[config.mk]
export PLATFORM = sky130hd
export DESIGN_NAME = tec_timer
export DESIGN_NICKNAME = d
export VERILOG_FILES = /design/src/tec_pkg.sv /design/src/tec_tick_if.sv /design/src/tec_timer.sv /design/src/tec_count_enable.sv
export SDC_FILE = /design/constraint.sdc
export NUM_CORES = 1
export LEC_CHECK = 0
export ABC_CLOCK_PERIOD_IN_PS = 4600
export BUFFER_PORTS_ARGS = -buffer_cell sky130_fd_sc_hd__buf_4
export CAP_MARGIN = 30
export CORE_AREA = 2 2 121 76
export DETAILED_ROUTE_END_ITERATION = 6
export DIE_AREA = 0 0 123 78
export HOLD_SLACK_MARGIN = 0.05
export MAX_ROUTING_LAYER = met4
export PLACE_DENSITY = 0.81
export SETUP_SLACK_MARGIN = 0.2
export SYNTH_ARGS = -nofsm -noshare
export SYNTH_HDL_FRONTEND = slang
export SYNTH_SLANG_ARGS = --single-unit
[constraint.sdc]
create_clock -name aclk -period 4.6 [get_ports aclk]
set_input_delay 0.69 -clock aclk [delete_from_list [all_inputs] [get_ports aclk]]
set_output_delay 0.69 -clock aclk [all_outputs]
set_load 0.01 [all_outputs]
[src/tec_pkg.sv]
// Purpose: Shared constants and types for the eight-bit timer/event counter
// Assumes: One clock (aclk); registers reached over AXI4-Lite, one word each
// Notes:   Byte offsets are word aligned; narrow fields sit in the low bits
package tec_pkg;

    // Byte addresses; the clock select offset is a word index, so times four
    localparam int          ADDR_W           = 18;
    localparam logic [15:0] IDX_CLK_SEL      = 16'hff6a;
    localparam logic [17:0] ADDR_CLK_SEL     = {IDX_CLK_SEL, 2'h0};
    localparam logic [17:0] ADDR_MODE_CTL    = 18'h3fdac;
    localparam logic [17:0] ADDR_COUNT       = 18'h3fdb0;
    localparam logic [17:0] ADDR_COMPARE     = 18'h3fdb4;
    localparam logic [17:0] ADDR_IRQ_STATUS  = 18'h3fdb8;
    localparam logic [17:0] ADDR_IRQ_MASK    = 18'h3fdbc;

    // Reset values
    localparam logic [7:0]  RST_BYTE         = 8'h00;
    localparam logic [2:0]  RST_CLK_SEL      = 3'h0;

    // Mode control field positions
    localparam int          MC_RUN           = 7;
    localparam int          MC_PWM           = 6;
    localparam int          MC_SET           = 3;
    localparam int          MC_CLR           = 2;
    localparam int          MC_POL           = 1;
    localparam int          MC_OE            = 0;
    localparam logic [7:0]  MC_RD_MASK       = 8'hc3;

    // Interrupt status bit positions
    localparam int          IRQ_MATCH        = 0;
    localparam int          IRQ_OVF          = 1;
    localparam int          IRQ_W            = 2;

    // Clock-select codes
    typedef enum logic [2:0]
    {
        CS_EV_FALL = 3'h0,
        CS_EV_RISE = 3'h1,
        CS_DIV1    = 3'h2,
        CS_DIV2    = 3'h3,
        CS_DIV4    = 3'h4,
        CS_DIV64   = 3'h5,
        CS_DIV256  = 3'h6,
        CS_DIV8192 = 3'h7
    } tec_clk_sel_type;

    // Prescaler taps (divide by 2^tap)
    localparam int          PRE_W            = 13;
    localparam int          TAP_DIV2         = 1;
    localparam int          TAP_DIV4         = 2;
    localparam int          TAP_DIV64        = 6;
    localparam int          TAP_DIV256       = 8;
    localparam int          TAP_DIV8192      = 13;

    // AXI response codes
    localparam logic [1:0]  RESP_OKAY        = 2'h0;
    localparam logic [1:0]  RESP_SLVERR      = 2'h2;

endpackage

[src/tec_tick_if.sv]
// Purpose: Carries the count-enable tick between prescaler and counter
// Assumes: Same clock domain on both sides
// Notes:   Tick is a one-cycle pulse
`timescale 1ns/1ns
interface tec_tick_if;
    logic [2:0] sel;
    logic       run;
    logic       tick;
    modport ctl (output sel, output run, input tick);
    modport gen (input sel, input run, output tick);
endinterface // tec_tick_if

[src/tec_timer.sv]
// Purpose: Eight-bit timer/event counter channel with AXI4-Lite registers
// Assumes: aclk is the peripheral clock; synchronous active-low reset
// Notes:   Byte lane 0 carries every field
//          Stop the timer before changing the clock select
// Function
// - Counter is 8-bit, read-only to software
// - Counter increments on each count clock tick
// - Reset or run-bit clear zeroes counter
// - Clear mode: counter restarts at zero on match
// - Non-PWM: match raises the match interrupt
// - PWM: match drives output inactive, no interrupt
// - Compare register read/write, any 8-bit value
// - Compare register resets to zero
// - Clock select resets zero, bits 7..3 zero
// - Select 000 falling, 001 rising event edge
// - Select 010..111 picks divided peripheral clock
// - Counter held at zero until run bit set
// - Mode bit: 0 clear-on-match, 1 PWM
// - Output enable 0 forces pin low
// - Set/clear bits: 01 clear, 10 set, 00 hold
//
// Chosen here: the AXI4-Lite interface to the registers.
`timescale 1ns/1ns
module tec_timer
(
    input  wire logic        aclk,
    input  wire logic        aresetn,
    input  wire logic [17:0] s_axi_awaddr,
    input  wire logic        s_axi_awvalid,
    output logic             s_axi_awready,
    input  wire logic [31:0] s_axi_wdata,
    input  wire logic [3:0]  s_axi_wstrb,
    input  wire logic        s_axi_wvalid,
    output logic             s_axi_wready,
    output logic [1:0]       s_axi_bresp,
    output logic             s_axi_bvalid,
    input  wire logic        s_axi_bready,
    input  wire logic [17:0] s_axi_araddr,
    input  wire logic        s_axi_arvalid,
    output logic             s_axi_arready,
    output logic [31:0]      s_axi_rdata,
    output logic [1:0]       s_axi_rresp,
    output logic             s_axi_rvalid,
    input  wire logic        s_axi_rready,
    input  wire logic        event_in_pin,
    output logic             timer_out_pin,
    output logic             irq
);
    // Software-visible state
    logic [2:0]              clock_select_q;
    logic                    count_run_bit_q;
    logic                    pwm_mode_select_q;
    logic                    invert_or_polarity_bit_q;
    logic                    output_enable_bit_q;
    logic [7:0]              compare_value_q;
    logic [7:0]              channel_counter_q;
    logic [tec_pkg::IRQ_W-1:0] irq_status_q;
    logic [tec_pkg::IRQ_W-1:0] irq_mask_q;
    logic                    out_ff_q;

    // Bus state
    logic [17:0]             awaddr_q;
    logic                    aw_held_q;
    logic [31:0]             wdata_q;
    logic [3:0]              wstrb_q;
    logic                    w_held_q;
    logic                    bvalid_q;
    logic [1:0]              bresp_q;
    logic                    rvalid_q;
    logic [31:0]             rdata_q;
    logic [1:0]              rresp_q;

    // Derived strobes
    logic                    wr_fire;
    logic                    rd_fire;
    logic                    tick;
    logic                    match;
    logic                    match_tick;
    logic                    wrap_tick;
    logic [7:0]              wbyte;
    logic [tec_pkg::IRQ_W-1:0] irq_events;

    // Write selects and read-back image
    logic                    wr_lane0;
    logic                    wr_clk_sel;
    logic                    wr_mode_ctl;
    logic                    wr_compare;
    logic                    wr_status;
    logic                    wr_mask;
    logic                    ff_write;
    logic                    pwm_run;
    logic                    match_irq;
    logic [7:0]              mode_rd;

    tec_tick_if tk ();

    // Returns 1 when the address decodes to a mapped register
    function automatic logic is_mapped(input logic [17:0] a);
        is_mapped = (a == tec_pkg::ADDR_CLK_SEL)    || (a == tec_pkg::ADDR_MODE_CTL)
                 || (a == tec_pkg::ADDR_COUNT)      || (a == tec_pkg::ADDR_COMPARE)
                 || (a == tec_pkg::ADDR_IRQ_STATUS) || (a == tec_pkg::ADDR_IRQ_MASK);
    endfunction

    tec_count_enable u_cen
    (
        .aclk         (aclk),
        .aresetn      (aresetn),
        .event_in_pin (event_in_pin),
        .tk           (tk.gen)
    );

    assign tk.sel = clock_select_q;
    assign tk.run = count_run_bit_q;
    assign tick   = tk.tick;

    // Write address and data may arrive in either order
    assign s_axi_awready = !aw_held_q && !bvalid_q;
    assign s_axi_wready  = !w_held_q && !bvalid_q;
    assign wr_fire       = aw_held_q && w_held_q && !bvalid_q;
    assign wbyte         = wdata_q[7:0];

    // Write selects, decoded once so every register sees the same strobe
    assign wr_lane0    = wr_fire && wstrb_q[0];
    assign wr_clk_sel  = wr_lane0 && (awaddr_q == tec_pkg::ADDR_CLK_SEL);
    assign wr_mode_ctl = wr_lane0 && (awaddr_q == tec_pkg::ADDR_MODE_CTL);
    assign wr_compare  = wr_lane0 && (awaddr_q == tec_pkg::ADDR_COMPARE);
    assign wr_status   = wr_lane0 && (awaddr_q == tec_pkg::ADDR_IRQ_STATUS);
    assign wr_mask     = wr_lane0 && (awaddr_q == tec_pkg::ADDR_IRQ_MASK);
    // Set and clear together (11) is refused and leaves the flip-flop alone
    assign ff_write    = wr_mode_ctl && (wbyte[tec_pkg::MC_SET] ^ wbyte[tec_pkg::MC_CLR]);

    always_ff @(posedge aclk)
    begin
        if (!aresetn)
        begin
            aw_held_q <= 1'b0;
            w_held_q  <= 1'b0;
            awaddr_q  <= '0;
            wdata_q   <= '0;
            wstrb_q   <= '0;
        end
        else
        begin
            if (s_axi_awvalid && s_axi_awready)
            begin
                aw_held_q <= 1'b1;
                awaddr_q  <= s_axi_awaddr;
            end
            else if (wr_fire)
                aw_held_q <= 1'b0;
            if (s_axi_wvalid && s_axi_wready)
            begin
                w_held_q <= 1'b1;
                wdata_q  <= s_axi_wdata;
                wstrb_q  <= s_axi_wstrb;
            end
            else if (wr_fire)
                w_held_q <= 1'b0;
        end
    end

    // Write response; unmapped addresses answer SLVERR
    always_ff @(posedge aclk)
    begin
        if (!aresetn)
        begin
            bvalid_q <= 1'b0;
            bresp_q  <= tec_pkg::RESP_OKAY;
        end
        else if (wr_fire)
        begin
            bvalid_q <= 1'b1;
            bresp_q  <= is_mapped(awaddr_q) ? tec_pkg::RESP_OKAY : tec_pkg::RESP_SLVERR;
        end
        else if (s_axi_bready)
            bvalid_q <= 1'b0;
    end
    assign s_axi_bvalid = bvalid_q;
    assign s_axi_bresp  = bresp_q;

    // Clock select register; only low byte lane matters
    always_ff @(posedge aclk)
    begin
        if (!aresetn)
            clock_select_q <= tec_pkg::RST_CLK_SEL;
        else if (wr_clk_sel)
            clock_select_q <= wbyte[2:0];
    end

    // Mode control register; set/clear bits are write-only
    always_ff @(posedge aclk)
    begin
        if (!aresetn)
        begin
            count_run_bit_q          <= 1'b0;
            pwm_mode_select_q        <= 1'b0;
            invert_or_polarity_bit_q <= 1'b0;
            output_enable_bit_q      <= 1'b0;
        end
        else if (wr_mode_ctl)
        begin
            count_run_bit_q          <= wbyte[tec_pkg::MC_RUN];
            pwm_mode_select_q        <= wbyte[tec_pkg::MC_PWM];
            invert_or_polarity_bit_q <= wbyte[tec_pkg::MC_POL];
            output_enable_bit_q      <= wbyte[tec_pkg::MC_OE];
        end
    end

    // Compare register; software keeps it steady while clear mode runs
    always_ff @(posedge aclk)
    begin
        if (!aresetn)
            compare_value_q <= tec_pkg::RST_BYTE;
        else if (wr_compare)
            compare_value_q <= wbyte;
    end

    // Match is tested against the value the counter holds now
    assign match      = (channel_counter_q == compare_value_q);
    assign match_tick = tick && match;
    assign wrap_tick  = tick && (channel_counter_q == '1) && !match;

    // PWM shapes the pin only while counting; its match never interrupts
    assign pwm_run    = count_run_bit_q && pwm_mode_select_q;
    assign match_irq  = match_tick && !pwm_mode_select_q;

    // Counter: writes from software have no path here
    always_ff @(posedge aclk)
    begin
        if (!aresetn || !count_run_bit_q)
            channel_counter_q <= tec_pkg::RST_BYTE;
        else if (tick)
        begin
            if (!pwm_mode_select_q && match)
                channel_counter_q <= tec_pkg::RST_BYTE;
            else
                channel_counter_q <= channel_counter_q + 8'h01;
        end
    end

    // Output flip-flop: software set/clear, toggle on match, PWM pattern
    always_ff @(posedge aclk)
    begin
        if (!aresetn)
            out_ff_q <= 1'b0;
        else if (ff_write)
            out_ff_q <= wbyte[tec_pkg::MC_SET];
        else if (pwm_run)
        begin
            // Active from counter wrap until match, then inactive
            if (match_tick)
                out_ff_q <= 1'b0;
            else if (wrap_tick)
                out_ff_q <= 1'b1;
        end
        else if (match_tick && invert_or_polarity_bit_q)
            out_ff_q <= ~out_ff_q;
    end

    // Pin: forced low while disabled; PWM polarity applied at the pin
    always_comb
    begin
        if (!output_enable_bit_q)
            timer_out_pin = 1'b0;
        else if (pwm_mode_select_q)
            timer_out_pin = out_ff_q ^ invert_or_polarity_bit_q;
        else
            timer_out_pin = out_ff_q;
    end

    // Event sources: match outside PWM, and counter overflow
    always_comb
    begin
        irq_events                     = '0;
        irq_events[tec_pkg::IRQ_MATCH] = match_irq;
        irq_events[tec_pkg::IRQ_OVF]   = wrap_tick;
    end

    // Sticky status, write-one-to-clear; a new event beats the clear
    always_ff @(posedge aclk)
    begin
        if (!aresetn)
            irq_status_q <= '0;
        else if (wr_status)
            irq_status_q <= (irq_status_q & ~wbyte[tec_pkg::IRQ_W-1:0]) | irq_events;
        else
            irq_status_q <= irq_status_q | irq_events;
    end

    // Mask register gates status onto the line
    always_ff @(posedge aclk)
    begin
        if (!aresetn)
            irq_mask_q <= '0;
        else if (wr_mask)
            irq_mask_q <= wbyte[tec_pkg::IRQ_W-1:0];
    end
    assign irq = |(irq_status_q & irq_mask_q);

    // Mode register as read back; set and clear bits are write-only
    always_comb
    begin
        mode_rd                  = '0;
        mode_rd[tec_pkg::MC_RUN] = count_run_bit_q;
        mode_rd[tec_pkg::MC_PWM] = pwm_mode_select_q;
        mode_rd[tec_pkg::MC_POL] = invert_or_polarity_bit_q;
        mode_rd[tec_pkg::MC_OE]  = output_enable_bit_q;
    end

    // Read channel; one read in flight, answered one cycle after address
    assign s_axi_arready = !rvalid_q;
    assign rd_fire       = s_axi_arvalid && !rvalid_q;

    always_ff @(posedge aclk)
    begin
        if (!aresetn)
        begin
            rvalid_q <= 1'b0;
            rdata_q  <= '0;
            rresp_q  <= tec_pkg::RESP_OKAY;
        end
        else if (rd_fire)
        begin
            rvalid_q <= 1'b1;
            rresp_q  <= is_mapped(s_axi_araddr) ? tec_pkg::RESP_OKAY : tec_pkg::RESP_SLVERR;
            rdata_q  <= '0;
            unique case (s_axi_araddr)
                tec_pkg::ADDR_CLK_SEL:    rdata_q[2:0] <= clock_select_q;
                tec_pkg::ADDR_MODE_CTL:   rdata_q[7:0] <= mode_rd;
                tec_pkg::ADDR_COUNT:      rdata_q[7:0] <= channel_counter_q;
                tec_pkg::ADDR_COMPARE:    rdata_q[7:0] <= compare_value_q;
                tec_pkg::ADDR_IRQ_STATUS: rdata_q[tec_pkg::IRQ_W-1:0] <= irq_status_q;
                tec_pkg::ADDR_IRQ_MASK:   rdata_q[tec_pkg::IRQ_W-1:0] <= irq_mask_q;
                default:                  rdata_q <= '0;
            endcase
        end
        else if (s_axi_rready)
            rvalid_q <= 1'b0;
    end
    assign s_axi_rvalid = rvalid_q;
    assign s_axi_rdata  = rdata_q;
    assign s_axi_rresp  = rresp_q;

endmodule // tec_timer

[src/tec_count_enable.sv]
// Purpose: Builds the one-cycle count enable from prescaler or event pin
// Assumes: event_in_pin is asynchronous to aclk
// Notes:   Prescaler is held clear while stopped, so first tick is a full period
`timescale 1ns/1ns
module tec_count_enable
(
    input  wire logic aclk,
    input  wire logic aresetn,
    input  wire logic event_in_pin,
    tec_tick_if.gen   tk
);
    logic [tec_pkg::PRE_W-1:0] pre_q;
    logic [tec_pkg::PRE_W:0]   pre_nx;
    logic                      sync1_q;
    logic                      sync2_q;
    logic                      prev_q;
    logic [tec_pkg::PRE_W:0]   carry;

    // Two-stage synchroniser for the event pin
    always_ff @(posedge aclk)
    begin
        if (!aresetn)
        begin
            sync1_q <= 1'b0;
            sync2_q <= 1'b0;
            prev_q  <= 1'b0;
        end
        else
        begin
            sync1_q <= event_in_pin;
            sync2_q <= sync1_q;
            prev_q  <= sync2_q;
        end
    end

    // Free prescaler, cleared while stopped
    assign pre_nx = {1'b0, pre_q} + {{tec_pkg::PRE_W{1'b0}}, 1'b1};
    always_ff @(posedge aclk)
    begin
        if (!aresetn || !tk.run)
            pre_q <= '0;
        else
            pre_q <= pre_nx[tec_pkg::PRE_W-1:0];
    end

    // Carry out of bit k-1 marks a divide-by-2^k period
    genvar k;
    generate
        for (k = 0; k <= tec_pkg::PRE_W; k++)
        begin : g_carry
            if (k == 0)
                assign carry[k] = 1'b1;
            else
                assign carry[k] = &pre_q[k-1:0];
        end
    endgenerate

    // Selected edge or divided clock becomes the tick
    always_comb
    begin
        unique case (tec_pkg::tec_clk_sel_type'(tk.sel))
            tec_pkg::CS_EV_FALL: tk.tick = prev_q & ~sync2_q;
            tec_pkg::CS_EV_RISE: tk.tick = ~prev_q & sync2_q;
            tec_pkg::CS_DIV1:    tk.tick = 1'b1;
            tec_pkg::CS_DIV2:    tk.tick = carry[tec_pkg::TAP_DIV2];
            tec_pkg::CS_DIV4:    tk.tick = carry[tec_pkg::TAP_DIV4];
            tec_pkg::CS_DIV64:   tk.tick = carry[tec_pkg::TAP_DIV64];
            tec_pkg::CS_DIV256:  tk.tick = carry[tec_pkg::TAP_DIV256];
            tec_pkg::CS_DIV8192: tk.tick = carry[tec_pkg::TAP_DIV8192];
        endcase
        if (!tk.run)
            tk.tick = 1'b0;
    end
endmodule // tec_count_enable

# Word level (Yosys, flattened, before mapping)

Cells that the tools add are included.
Widths: inputs -> output; s select.

Flip-flop bits (word level): 87
Bits in latches: 0
Bits in writable memories: 0
Memory bits (read-only): 0
Bits of input ports: 80
Output and inout bits: 43
Word-level logic and storage cells: 135
Memories: 0

$add $sub $neg: 2
$mul: 0
Divide/modulo/power cells: 0
$lt $le $gt $ge: 0
Equality and inequality tests: 22
Shift operators: 0
Mux-type cells: 23
Bitwise operators: 12
Reductions and logical operators: 52

Operators by type and width:

| kind                  | count |
|---|---|
| $eq 18x18->1 const B  | 12 |
| $logic_and 1x1->1     | 21 |
| $mux 1                | 15 |
| $pmux 5 s3            | 1 |
| $add 13x1->13 const B | 1 |
| $reduce_and 13->1     | 1 |
| $eq 3x3->1 const B    | 4 |
| $pmux 2 s6            | 1 |
| $logic_or 1x1->1      | 11 |
| $add 8x1->8 const B   | 1 |
| $eq 8x8->1            | 1 |
| $eq 8x8->1 const B    | 1 |
| $logic_not 1->1       | 8 |
| $mux 8                | 1 |
| $pmux 1 s8            | 1 |
| $reduce_and 8->1      | 1 |
| $reduce_bool 2->1     | 4 |
| $eq 3x2->1 const B    | 2 |
| $mux 2                | 3 |
| $reduce_and 6->1      | 1 |
| $and 2x2->2           | 2 |
| $ne 4x4->1 const B    | 1 |
| $or 2x2->2            | 2 |
| $reduce_and 2->1      | 2 |
| other kinds (9)       | 13 |

# Longest topological paths before layout

Word-level depth: 10
Depth in mapped cells: 7
Gate-level depth less buffers: 7

# By module

A second synthesis with hierarchy kept.

Cell total of the unflattened synthesis: 468
Area total of the unflattened synthesis: 4018.9 um^2

By module, submodules not included:

| module           | times used | cells an instance | area an instance (um^2) | seq. area each (um^2) |
|---|---|---|---|---|
| tec_timer        | 1          | 391               | 3303.2                  | 1381.3 |
| tec_count_enable | 1          | 77                | 715.7                   | 320.3 |

# Worst setup path before layout

OpenSTA, ideal clock, no wires.

Kind: input port to flip-flop
Start: input s_axi_araddr[6]
End: register rdata_q[3], in the netlist s_axi_rdata[3]
Setup time: 59 ps
Arrival: 1857 ps
Required time: 4541 ps
Path slack: 2684 ps
Cell stages on the path: 6
Buffers on the path: 0
Cells stage by stage: nor4bb_1 -> nand4_1 -> nor3_1 -> nand2_1 -> o21ai_0 -> and2_1

Longest elaborated chain between the ends: 2
Elaborated cells on any way between the ends: 4
Those cells by class: eq/ne: 3; mux: 1

Ends and longest elaborated chain:

| item                 | RTL line         | text |
|---|---|---|
| from (decl)          | tec_timer.sv:38  | `input wire logic [17:0] s_axi_araddr,` |
| $eq 18x18->1         | tec_timer.sv:327 | `unique case (s_axi_araddr)` |
| $pmux 5 s3 *         | tec_timer.sv:327 |  |
| to (signal assigned) | tec_timer.sv:329 | `tec_pkg::ADDR_MODE_CTL: rdata_q[7:0] <= mode_rd;` |
| to (signal assigned) | tec_timer.sv:330 | `tec_pkg::ADDR_COUNT: rdata_q[7:0] <= channel_counter_q;` |
| to (signal assigned) | tec_timer.sv:331 | `tec_pkg::ADDR_COMPARE: rdata_q[7:0] <= compare_value_q;` |
| to (decl)            | tec_timer.sv:70  | `logic [31:0] rdata_q;` |

Every way passes the cells marked *; elsewhere a longest branch is shown, timed or not.
A chain may end at the register's enable or synchronous reset.

# Final worst setup path

Start: register bvalid_q, in the netlist s_axi_bvalid
End: register compare_value_q[7]

Longest elaborated chain between the ends: 4

Ends and longest elaborated chain:

| item                   | RTL line         | text |
|---|---|---|
| from (decl)            | tec_timer.sv:67  | `logic bvalid_q;` |
| from (signal assigned) | tec_timer.sv:167 | `bvalid_q <= 1'b0;` |
| from (signal assigned) | tec_timer.sv:172 | `bvalid_q <= 1'b1;` |
| from (signal assigned) | tec_timer.sv:176 | `bvalid_q <= 1'b0;` |
| $logic_not 1->1        | tec_timer.sv:119 | `assign wr_fire = aw_held_q && w_held_q && !bvalid_q;` |
| $logic_and 1x1->1      | tec_timer.sv:119 |  |
| $logic_and 1x1->1      | tec_timer.sv:123 | `assign wr_lane0 = wr_fire && wstrb_q[0];` |
| $logic_and 1x1->1      | tec_timer.sv:126 | `assign wr_compare = wr_lane0 && (awaddr_q == tec_pkg::ADDR_COMPARE);` |
| to (signal assigned)   | tec_timer.sv:213 | `compare_value_q <= tec_pkg::RST_BYTE;` |
| to (signal assigned)   | tec_timer.sv:215 | `compare_value_q <= wbyte;` |
| to (decl)              | tec_timer.sv:55  | `logic [7:0] compare_value_q;` |

Every way passes these cells.

==> run metrics <==
crit start category flop; Finished Layout Cells slightly below 700; antenna violations before repair 0; RD Place Congestion ~0.9; Max Freq around 0.41 GHz; global-route wire length before repair 16,500 um; CTS H-tree depth 3; layout cells sized above 1 16.9%; Post-CTS Setup Bufs 0; Site Rows 26; synth top area cells dfxtp_1, nand2_1, a21boi_0, buf_4, xnor2_1; Peak VDD IR a little under 0.2 mV; r2r endpoint compare_value_q[7]; hold endpoint u_cen.sync2_q; vias per cell between 5 and 6; maxcap violations 0; post-synthesis sequential area ratio between 40% and 50%; pin count of the biggest net entering global routing 70; CTS Sinks 85; final net count between 600 and 700; drt total wl approximately 9900 um; most common cell after layout, fill and taps aside nand2_1; TritonRoute pass-1 iters 5; Iter 0 DRT Violations approximately 210; All-Layer GR Usage a little under a quarter; Final ANT Viol Nets 0; Port Buf Inserts 69; root cell of the clock tree clkbuf_16; Max-slew headroom approximately 55%; final hold violations 0; grt ovf 0; Crit Path Max Fanout 8; R2R depth 6; die area between 9000 and 10,000 um2; Die H slightly below 80 um; Syn-to-layout area delta 18.2%; placed cells 660; post-CTS resize count 0; Initial Util around half; RSZ-0062 raised after global routing false; final cycle utilization of the critical path 53.2%; Worst Hold Class flop to flop; post-synthesis cell count roughly 500; Setup Skew approximately 3.3 ps; share of the synthesized area in the top cell type 40.4%; largest area contributor in the netlist dfxtp_1; leak pwr ~0.0019 uW; Final Hold Slack 452 ps; Top Ports roughly 120; wire per inst ~15 um; most frequent cells in the layout nand2_1, dfxtp_1, buf_4, nor2_1, a21boi_0; crit path DAT roughly 2700 ps; Yosys reg bits 85; Critical Path RT just under 5000 ps; Critical R2R Launch s_axi_bvalid; Worst setup EP type flop; Slew Limit Fails 0; measured slew at the worst slew-check pin between 600 and 700 ps; Cell Area, Synth 4210 um2; top_reg_cell synth dfxtp_1; Min Clock Period, post-route 2450 ps; Max Root-Sink Buffers 2; DRC 0; ys async rst share 0%; critical path class flop to flop; HP Start u_cen.sync1_q; Synth warnings 0; TritonCTS clock tree built; Distinct cells, synth 52; Die W ~120 um; worst skew pair latency roughly 340 ps; CTS Hold Bufs 0; detailed-route via count 3,574; vias in the first global route roughly 3,400; clock-pin slew on the worst setup and hold paths 60 ps; Setup TNS 0 ps; diodes inserted 0; Core Footprint 8390 um2; EDFF count, synth 0; Power Density ~320 nW/um2; Mapped Avg Cell Area 8.44 um2; Final Setup Violations 0; status finished, final reports clean; CTS Buf Count 9; hpwl dp between 7000 and 8000 um; hold path depth 1; r2r setup slk 2150 ps; Final Util about three fifths
## flip-flops by register name, summed over array words and instances, names as in the netlist, 2 cells and up
| register | flops |
|---|---|
| s_axi_rdata | 8 |
| awaddr_q | 18 |
| compare_value_q | 8 |
| irq_mask_q | 2 |
| wdata_q | 8 |
| channel_counter_q | 8 |
| irq_status_q | 2 |
| clock_select_q | 3 |
| u_cen.pre_q | 13 |
## how the worst max path moves through the flow
stage | slack [ps] | start | endpoint | cells past startpoint
2_1_floorplan | 2680 | s_axi_araddr[6] | s_axi_rdata[3] | 6
3_3_place_gp | 2260 | s_axi_bvalid | compare_value_q[7] | 6
3_5_place_dp | 2170 | s_axi_bvalid | compare_value_q[7] | 6
4_1_cts | 2150 | s_axi_bvalid | compare_value_q[7] | 6
5_1_grt | 1940 | s_axi_bvalid | compare_value_q[7] | 6
6_report | 2150 | s_axi_bvalid | compare_value_q[7] | 6
## worst max-delay path, stage by stage, from the launching register on
cell	delay [ps]
dfxtp_1	360
nand3b_1	320
nor4_1	510
and2_1	220
nand4b_1	530
mux2i_1	350
nor2b_1	70
## cell type report
class | count | area (um2)
Clock buffer | 12 | 246
Fill cell | 745 | 3410
Multi-Input combinational cell | 380 | 2290
Clock inverter | 2 | 35.0
Inverter | 14 | 52.6
Sequential cell | 85 | 1700
Timing Repair Buffer | 69 | 518
Tap cell | 112 | 140
## layer usage
metal  vias to the layer above  GRT usage [%]  part of all wire [%]
li1                       1759              -                     -
met1                      1642           30.3                    46
met2                       151           32.6                    44
met3                        22           6.03                   7.8
met4                         0           8.30                   2.0
met5                         -              -                     0
## synthesized netlist by cell type, types with 4 or more instances
cell and number:
a21boi_0 37, a21oi_1 7, and2_1 12, and3_1 4
buf_4 26, clkbuf_1 18, dfxtp_1 85, inv_1 14
mux2i_1 19, nand2_1 91, nand3_1 17, nand3b_1 4
nand4_1 12, nor2_1 40, nor2b_1 15, nor3_1 4
nor4_1 6, o21ai_0 15, xnor2_1 22, xor2_1 6
## report_power, final
group	internal, uW	switching, uW
clock	429	276
combinational	60.1	66.1
sequential	757	21.4
## cells by family (layout without fill, tap and decap cells)
group	Yosys count	after routing	share of synthesized area, %
AO/OA/AOI/OAI	77	77	13.2
XOR/XNOR	28	28	5.82
adder cells (fa/ha/maj)	2	2	0.594
buffers and inverters	59	97	7.60
flip-flops	85	85	40.4
multiplexers	23	23	6.12
other	1	26	0.0890
AND/OR/NAND/NOR	224	224	26.2
## stage by stage
step           power, uW  instance area, um2  setup slack (ps)
2_1_floorplan        875                4310              2680
3_5_place_dp         919                4700              2170
4_1_cts             1620                4980              2150
3_3_place_gp         915                4700              2260
5_1_grt             1670                4980              1940
6_report            1610                4980              2150
Power figures use the tool's default switching activity.
